### src/timer_regs.svh
/*
 * Register indices, field positions, reset values and timing counts for the
 * capture and interval timer.
 * Assumes a 250 MHz system clock; each register index sits at byte address 4*index.
 */
`ifndef TIMER_REGS_SVH
`define TIMER_REGS_SVH

// ----------------------------------------------------------------------------
// Register indices
// ----------------------------------------------------------------------------
`define IDX_FREE_LOW 8'h20
`define IDX_FREE_HIGH 8'h21
`define IDX_CAP_ZERO_RISE 8'h22
`define IDX_CAP_ONE_RISE 8'h23
`define IDX_CAP_ZERO_FALL 8'h24
`define IDX_CAP_ONE_FALL 8'h25
`define IDX_PIT_LOW 8'h26
`define IDX_PIT_HIGH 8'h27
`define IDX_RELOAD_LOW 8'h28
`define IDX_RELOAD_HIGH 8'h29
`define IDX_TIMER_CONFIG 8'h2A
`define IDX_CAP_IRQ_EN 8'h2B
`define IDX_CAP_FLAGS 8'h2C

// ----------------------------------------------------------------------------
// Fields and reset values
// ----------------------------------------------------------------------------
`define CFG_FIRST_HOLD 7
`define CFG_PRESCALE_HI 6
`define CFG_PRESCALE_LO 4
`define CFG_WIDE 3
`define CFG_WMASK 8'hF8
`define FLAG_ZERO_RISE 0
`define FLAG_ZERO_FALL 1
`define FLAG_ONE_RISE 2
`define FLAG_ONE_FALL 3
`define REG_RESET 8'h00

// ----------------------------------------------------------------------------
// Timing
// ----------------------------------------------------------------------------
`define CLK_PERIOD_NS 4
`define TICK_PERIOD_NS 1000
`define TICK_CYCLES (`TICK_PERIOD_NS / `CLK_PERIOD_NS)
`define TICK_CNT_W 8

`endif

### src/timer_pkg.sv
/*
 * Types shared by the capture and interval timer.
 * Assumes timer_regs.svh supplies every register index and field position.
 */
package timer_pkg;

    typedef enum logic [1:0] {
        PH_IDLE = 2'b00,
        PH_RD_WAIT = 2'b01,
        PH_RD_DONE = 2'b11,
        PH_WRITE = 2'b10
    } bus_phase_t;

    typedef logic [7:0] byte_t;

endpackage

### src/capture_and_interval_timer.sv
/*
 * Capture and interval timer with an AHB-Lite register slave.
 * Assumes a single AHB-Lite master, word transfers and synchronous capture inputs.
 */
// Implementation choice: register access over AHB-Lite.
`timescale 1ns/10ps
`include "timer_regs.svh"

module capture_and_interval_timer
    import timer_pkg::*;
(
    input wire logic clk,
    input wire logic rst,
    input wire logic hsel,
    input wire logic [31:0] haddr,
    input wire logic [1:0] htrans,
    input wire logic hwrite,
    input wire logic [2:0] hsize,
    input wire logic [31:0] hwdata,
    input wire logic hready,
    output logic [31:0] hrdata,
    output logic hreadyout,
    output logic hresp,
    input wire logic capture_input_zero,
    input wire logic capture_input_one,
    output logic capture_irq,
    output logic interval_irq
);

    // ------------------------------------------------------------------------
    // Bus slave
    // ------------------------------------------------------------------------
    bus_phase_t phase_ff, nxt_phase;
    byte_t addr_ff, nxt_addr;
    logic [31:0] hrdata_ff, nxt_hrdata;
    logic accept, wr_en, rd_now, addr_ok;

    // Reads take one wait state so that a write just before is already visible.
    assign accept = hsel && htrans[1] && hready;
    assign addr_ok = (haddr[31:10] == 22'h000000) && (haddr[1:0] == 2'h0);
    assign wr_en = (phase_ff == PH_WRITE);
    assign rd_now = (phase_ff == PH_RD_WAIT);
    assign hreadyout = (phase_ff != PH_RD_WAIT);
    assign hresp = 1'b0;
    assign hrdata = hrdata_ff;

    always_comb begin
        nxt_phase = PH_IDLE;
        nxt_addr = addr_ff;
        case (phase_ff)
            PH_RD_WAIT: begin
                nxt_phase = PH_RD_DONE;
            end
            PH_IDLE, PH_RD_DONE, PH_WRITE: begin
                if (accept) begin
                    nxt_phase = hwrite ? PH_WRITE : PH_RD_WAIT;
                    nxt_addr = addr_ok ? haddr[9:2] : 8'h00;
                end
            end
            default: begin
                nxt_phase = PH_IDLE;
            end
        endcase
    end

    always_ff @(posedge clk or posedge rst) begin
        if (rst) begin
            phase_ff <= PH_IDLE;
            addr_ff <= 8'h00;
        end else begin
            phase_ff <= nxt_phase;
            addr_ff <= nxt_addr;
        end
    end

    // ------------------------------------------------------------------------
    // Timer tick
    // ------------------------------------------------------------------------
    logic [`TICK_CNT_W-1:0] tick_cnt_ff, nxt_tick_cnt;
    logic tick;

    // own tick rate
    // The timer domain is a divided enable, so bus accesses need no crossing.
    assign tick = (tick_cnt_ff == `TICK_CNT_W'(`TICK_CYCLES - 1));
    always_comb begin
        nxt_tick_cnt = tick ? `TICK_CNT_W'(0) : tick_cnt_ff + `TICK_CNT_W'(1);
    end

    // ------------------------------------------------------------------------
    // Free-running timer
    // ------------------------------------------------------------------------
    logic [15:0] timer_ff, nxt_timer;
    byte_t hold_hi_ff, nxt_hold_hi, wr_lo_ff, nxt_wr_lo;

    always_comb begin
        nxt_timer = timer_ff;
        nxt_hold_hi = hold_hi_ff;
        nxt_wr_lo = wr_lo_ff;
        if (tick) begin
            nxt_timer = timer_ff + 16'h0001;
        end
        if (wr_en && addr_ff == `IDX_FREE_LOW) begin
            nxt_wr_lo = hwdata[7:0];
        end
        if (wr_en && addr_ff == `IDX_FREE_HIGH) begin
            nxt_timer = {hwdata[7:0], wr_lo_ff};
        end
        if (rd_now && addr_ff == `IDX_FREE_LOW) begin
            nxt_hold_hi = timer_ff[15:8];
        end
    end

    // ------------------------------------------------------------------------
    // Capture
    // ------------------------------------------------------------------------
    byte_t cap_ff [4];
    byte_t nxt_cap [4];
    logic [3:0] lock_ff, nxt_lock, ev, flags_ff, nxt_flags, inte_ff, nxt_inte;
    logic [1:0] cap_prev_ff, nxt_cap_prev;
    byte_t cfg_ff, nxt_cfg, slice;
    logic rise0, fall0, rise1, fall1, wide, first_hold;

    assign rise0 = capture_input_zero && !cap_prev_ff[0];
    assign fall0 = !capture_input_zero && cap_prev_ff[0];
    assign rise1 = capture_input_one && !cap_prev_ff[1];
    assign fall1 = !capture_input_one && cap_prev_ff[1];
    assign wide = cfg_ff[`CFG_WIDE];
    assign first_hold = cfg_ff[`CFG_FIRST_HOLD];
    assign slice = 8'(timer_ff >> cfg_ff[`CFG_PRESCALE_HI:`CFG_PRESCALE_LO]);

    always_comb begin
        nxt_cap = cap_ff;
        nxt_lock = lock_ff;
        nxt_cap_prev = {capture_input_one, capture_input_zero};
        ev[0] = rise0;
        ev[1] = wide ? rise0 : rise1;
        ev[2] = fall0;
        ev[3] = wide ? fall0 : fall1;
        for (int k = 0; k < 4; k++) begin
            if (wr_en && addr_ff == 8'(`IDX_CAP_ZERO_RISE + k)) begin
                nxt_cap[k] = hwdata[7:0];
            end
            if (rd_now && addr_ff == 8'(`IDX_CAP_ZERO_RISE + k)) begin
                nxt_lock[k] = 1'b0;
            end
        end
        for (int k = 0; k < 4; k++) begin
            if (ev[k] && !lock_ff[wide ? (k & 2) : k]) begin
                if (!wide) begin
                    nxt_cap[k] = slice;
                end else begin
                    nxt_cap[k] = (k % 2 == 1) ? timer_ff[15:8] : timer_ff[7:0];
                end
                if (first_hold) begin
                    nxt_lock[k] = 1'b1;
                end
            end
        end
    end

    always_comb begin
        nxt_flags = flags_ff;
        nxt_inte = inte_ff;
        nxt_cfg = cfg_ff;
        if (wr_en && addr_ff == `IDX_CAP_FLAGS) begin
            nxt_flags = flags_ff & ~hwdata[3:0];
        end
        if (wr_en && addr_ff == `IDX_CAP_IRQ_EN) begin
            nxt_inte = hwdata[3:0];
        end
        if (wr_en && addr_ff == `IDX_TIMER_CONFIG) begin
            nxt_cfg = hwdata[7:0] & `CFG_WMASK;
        end
        nxt_flags[`FLAG_ZERO_RISE] = nxt_flags[`FLAG_ZERO_RISE] | rise0;
        nxt_flags[`FLAG_ZERO_FALL] = nxt_flags[`FLAG_ZERO_FALL] | fall0;
        nxt_flags[`FLAG_ONE_RISE] = nxt_flags[`FLAG_ONE_RISE] | (rise1 && !wide);
        nxt_flags[`FLAG_ONE_FALL] = nxt_flags[`FLAG_ONE_FALL] | (fall1 && !wide);
    end

    // ------------------------------------------------------------------------
    // Interval timer
    // ------------------------------------------------------------------------
    logic [11:0] pit_ff, nxt_pit, reload_ff, nxt_reload;
    logic [3:0] pit_hold_ff, nxt_pit_hold;
    logic nxt_interval_irq, interval_irq_ff, capture_irq_ff;

    always_comb begin
        nxt_pit = pit_ff;
        nxt_pit_hold = pit_hold_ff;
        nxt_reload = reload_ff;
        nxt_interval_irq = 1'b0;
        if (tick) begin
            if (pit_ff == 12'h000) begin
                nxt_pit = reload_ff;
                nxt_interval_irq = 1'b1;
            end else begin
                nxt_pit = pit_ff - 12'h001;
            end
        end
        if (wr_en && addr_ff == `IDX_RELOAD_LOW) begin
            nxt_reload[7:0] = hwdata[7:0];
        end
        if (wr_en && addr_ff == `IDX_RELOAD_HIGH) begin
            nxt_reload[11:8] = hwdata[3:0];
        end
        if (rd_now && addr_ff == `IDX_PIT_LOW) begin
            nxt_pit_hold = pit_ff[11:8];
        end
    end

    // ------------------------------------------------------------------------
    // Read data
    // ------------------------------------------------------------------------
    always_comb begin
        nxt_hrdata = hrdata_ff;
        if (rd_now) begin
            case (addr_ff)
                `IDX_FREE_LOW: nxt_hrdata = {24'h000000, timer_ff[7:0]};
                `IDX_FREE_HIGH: nxt_hrdata = {24'h000000, hold_hi_ff};
                `IDX_CAP_ZERO_RISE: nxt_hrdata = {24'h000000, cap_ff[0]};
                `IDX_CAP_ONE_RISE: nxt_hrdata = {24'h000000, cap_ff[1]};
                `IDX_CAP_ZERO_FALL: nxt_hrdata = {24'h000000, cap_ff[2]};
                `IDX_CAP_ONE_FALL: nxt_hrdata = {24'h000000, cap_ff[3]};
                `IDX_PIT_LOW: nxt_hrdata = {24'h000000, pit_ff[7:0]};
                `IDX_PIT_HIGH: nxt_hrdata = {28'h0000000, pit_hold_ff};
                `IDX_RELOAD_LOW: nxt_hrdata = {24'h000000, reload_ff[7:0]};
                `IDX_RELOAD_HIGH: nxt_hrdata = {28'h0000000, reload_ff[11:8]};
                `IDX_TIMER_CONFIG: nxt_hrdata = {24'h000000, cfg_ff};
                `IDX_CAP_IRQ_EN: nxt_hrdata = {28'h0000000, inte_ff};
                `IDX_CAP_FLAGS: nxt_hrdata = {28'h0000000, flags_ff};
                default: nxt_hrdata = 32'h00000000;
            endcase
        end
    end

    // ------------------------------------------------------------------------
    // State registers
    // ------------------------------------------------------------------------
    // all reset to zero
    always_ff @(posedge clk or posedge rst) begin
        if (rst) begin
            tick_cnt_ff <= `TICK_CNT_W'(0);
            timer_ff <= 16'h0000;
            hold_hi_ff <= `REG_RESET;
            wr_lo_ff <= `REG_RESET;
            for (int k = 0; k < 4; k++) begin
                cap_ff[k] <= `REG_RESET;
            end
            lock_ff <= 4'h0;
            cap_prev_ff <= 2'h0;
            flags_ff <= 4'h0;
            inte_ff <= 4'h0;
            cfg_ff <= `REG_RESET;
            pit_ff <= 12'h000;
            pit_hold_ff <= 4'h0;
            reload_ff <= 12'h000;
            interval_irq_ff <= 1'b0;
            capture_irq_ff <= 1'b0;
            hrdata_ff <= 32'h00000000;
        end else begin
            tick_cnt_ff <= nxt_tick_cnt;
            timer_ff <= nxt_timer;
            hold_hi_ff <= nxt_hold_hi;
            wr_lo_ff <= nxt_wr_lo;
            cap_ff <= nxt_cap;
            lock_ff <= nxt_lock;
            cap_prev_ff <= nxt_cap_prev;
            flags_ff <= nxt_flags;
            inte_ff <= nxt_inte;
            cfg_ff <= nxt_cfg;
            pit_ff <= nxt_pit;
            pit_hold_ff <= nxt_pit_hold;
            reload_ff <= nxt_reload;
            interval_irq_ff <= nxt_interval_irq;
            capture_irq_ff <= |(nxt_flags & nxt_inte);
            hrdata_ff <= nxt_hrdata;
        end
    end

    assign capture_irq = capture_irq_ff;
    assign interval_irq = interval_irq_ff;
endmodule

### config.mk
export PLATFORM = sky130hd
export DESIGN_NAME = capture_and_interval_timer
export DESIGN_NICKNAME = d
export VERILOG_FILES = /design/src/timer_pkg.sv /design/src/capture_and_interval_timer.sv
export VERILOG_INCLUDE_DIRS = /design/src
export SDC_FILE = /design/constraint.sdc
export NUM_CORES = 1
export LEC_CHECK = 0
export ABC_AREA = 1
export BUFFER_PORTS_ARGS = -buffer_cell sky130_fd_sc_hd__buf_2
export CAP_MARGIN = 20
export CELL_PAD_IN_SITES_DETAIL_PLACEMENT = 1
export CELL_PAD_IN_SITES_GLOBAL_PLACEMENT = 2
export CORE_UTILIZATION = 30
export DETAILED_ROUTE_END_ITERATION = 16
export GPL_ROUTABILITY_DRIVEN = 0
export PLACE_DENSITY_LB_ADDON = 0.2
export SLEW_MARGIN = 40
export SYNTH_ARGS = -nofsm -noshare
export SYNTH_HDL_FRONTEND = slang
export SYNTH_SLANG_ARGS = --single-unit
### constraint.sdc
create_clock -name clk -period 4.2 [get_ports clk]
set_input_delay 0.84 -clock clk [delete_from_list [all_inputs] [get_ports clk]]
set_output_delay 0.84 -clock clk [all_outputs]
set_load 0.01 [all_outputs]
==> metrics.txt <==
hold-fix buffers at CTS=0; Finished Layout Cells=1586; pre-CTS WS=~1.3 ns; Post-CTS Setup Inserts=0; Mapped Cells=1149; Vias=7735; ys async rst share=1.000; Slew HR=0.4594; final worst path period need=between 2 and 3 ns; Power Total=around 3.3 mW; Final Cycle Share=0.6223; metal2 WL=~14000 um; Primary FF master, synth=dfrtp_1; Critical Path Sink Type=primary output; post-synth top area share=0.4114; largest area contributor in the netlist=dfrtp_1; HPWL Detailed=roughly 22000 um; Layout Nets=around 1300; final design utilization=0.3480; Clock Tree Root=clkbuf_16; M1 wire length=14450 um; CTS tree=yes; register area share after synthesis=0.4114; Leak Pwr=4.812 nW; post-CTS sizing=0; num rows=61; Cell Area, Synth=8456 um^2; Routed WL=30320 um; post-synthesis cell type count=44; kind of critical path=register to primary output; Final Hold Viols=0; wire length on met3=879 um; setup tns final=0 ns; layout cell share with drive strength beyond 1=0.1374; die area=approximately 29000 um^2; P_int=2.483 mW; final instance area=~9700 um^2; status=completed; max cap viols=0; Seq pwr share=0.417; register bit total from synthesis=around 140; Skew-Pair Late Insertion Delay=about 0.44 ns; fillers=about 3500; sw frac=0.2473; Slew @ Worst Pin=0.8100 ns; commonest non-fill, non-tap cells in the layout=357 x nand2_1, 138 x dfrtp_1, 98 x inv_1; drt initial violations=between 400 and 500; synthesized area per cell=7.359 um^2; Clock Pin Slew Worst Setup and Hold Paths=approximately 0.070 ns; number of buffers created by CTS=17; Synth warnings=0; Die H=about 170 um; Hold WC Path Type=input port to async pin; setup ws final=roughly 1.6 ns; clock power share=0.522; WL per Instance=19.11 um; Die Wd=169.9 um; grt ovf=0; Initial DRT Pass Iterations=4; core area=27780 um^2; Pwr Density=341.3 nW/um^2; critical path arrival=approximately 1.8 ns; htree depth=4; fmax=between 0.3 and 0.4 GHz; clock tree buffer depth=2; Critical Path RT=~3.4 ns; initial antenna violation count=0; max-slew violation count=0; top post-synthesis cells by area=dfrtp_1 41%, nand2_1 16%, nand3_1 5.0%; most common cell after layout, fill and taps aside=nand2_1; Hold Slack=0.2942 ns; VDD IR-drop max=270.8 uV; CTS Sinks=139; vias in the first global route=~7800; RSZ-0062 raised after global routing=false; largest net degree at the start of global routing=136; Initial Utilization=0.3044; first-pass GRT wire length=47100 um; Worst setup SP type=register; DR DRC count=0; Area Growth Syn to Fin=14.32%; post-DR vias/cell=between 4 and 5; EDFF count, synth=0; NetSw=0.8160 mW; Top Metal Used=met4; final setup violation count=0; Max Clock Skew=0.01648 ns; ANT nets after route=0; Logic pwr share=0.062; I/O Pins=112; Worst Path Max Fanout=15; Port Buffer Count=58; dpl cell area=8979 um^2; ant diodes=0; total global-route track usage=0.2190; placed instance count=1553
[critical path, cell delays in order (launching register included)]
cell	delay (ns)
dfrtp_1	0.37
inv_2	0.06
nor2_1	0.04
buf_4	0.19
inv_1	0.43
buf_2	0.23
[area by class of cell]
class	instances	area, um^2	area share
timing repair buffer	66	382.9	0.03961
clock inverter	13	216.5	0.02239
multi-input combinational	854	4227	0.4372
clock buffer	19	442.9	0.04582
tap	378	473.0	0.04893
inverter	117	445.4	0.04608
sequential	139	3480	0.3600
[logic make-up (layout without fill, tap and decap cells)]
family,count (synthesis),in the layout,synth area share
XOR/XNOR,14,14,0.01450
buffers and inverters,180,215,0.09944
AND/OR/NAND/NOR,640,640,0.3528
multiplexers,1,1,0.001332
flip-flops,139,139,0.4114
AO/OA/AOI/OAI,169,169,0.1128
adder cells (fa/ha/maj),5,5,0.007399
other,1,25,0.0004435
[synth_stat cells, types with 2 or more instances]
library cell	count
clkbuf_1	9
nand3_2	5
nor3_1	29
inv_1	99
nand2_4	5
clkinv_2	2
nand4_1	31
xor2_1	14
nand3b_1	8
nand2_2	15
nand3_1	85
and2_0	2
nor4_1	8
buf_4	28
nor2_4	6
or2_2	2
o211ai_1	14
nor3b_1	2
o21ai_0	79
inv_2	15
nor2_8	3
ha_1	5
nor2_2	4
nor2_1	72
buf_2	22
o221ai_1	6
o21ai_1	21
nand3_4	2
nand4_4	3
buf_6	4
nand2_1	357
o22ai_1	10
o31ai_2	2
a21oi_1	32
dfrtp_1	139
[sequential cells by signal, indices dropped and copies added (netlist names), 5 cells and up]
name	cells
addr_ff	8
cap_ff	32
cfg_ff	5
hold_hi_ff	8
hrdata	8
pit_ff	12
reload_ff	12
tick_cnt_ff	8
timer_ff	16
wr_lo_ff	8
[power by group through the flow]
stage	Sequential [mW]	Clock, mW	Combinational (mW)
after floorplan	1.39	0	0.136
after global placement	1.40	0	0.204
after detailed placement	1.40	0	0.206
after CTS	1.37	1.75	0.206
after global routing	1.38	1.80	0.226
final	1.37	1.72	0.204
[final timing paths]
kind | to | slack, ns | cells after the start | startpoint
max | hreadyout | 1.59 | 5 | phase_ff[0]
min | interval_irq | 0.29 | 2 | rst
max reg2reg | cap_ff[23] | 1.85 | 11 | cap_prev_ff[0]
min reg2reg | hrdata[1] | 0.47 | 2 | hrdata[1]
max in group asynchronous | cap_ff[4] | 2.92 | 4 | rst
min in group clk | hrdata[1] | 0.47 | 2 | hrdata[1]
[layer usage]
layer  vias up  GRT usage
met5         -          0
met1      3780     0.2979
met2       112     0.3601
li1       3811          -
met3        32    0.03395
met4         0    0.05875
Note: power is estimated with default switching activity, not from simulation.
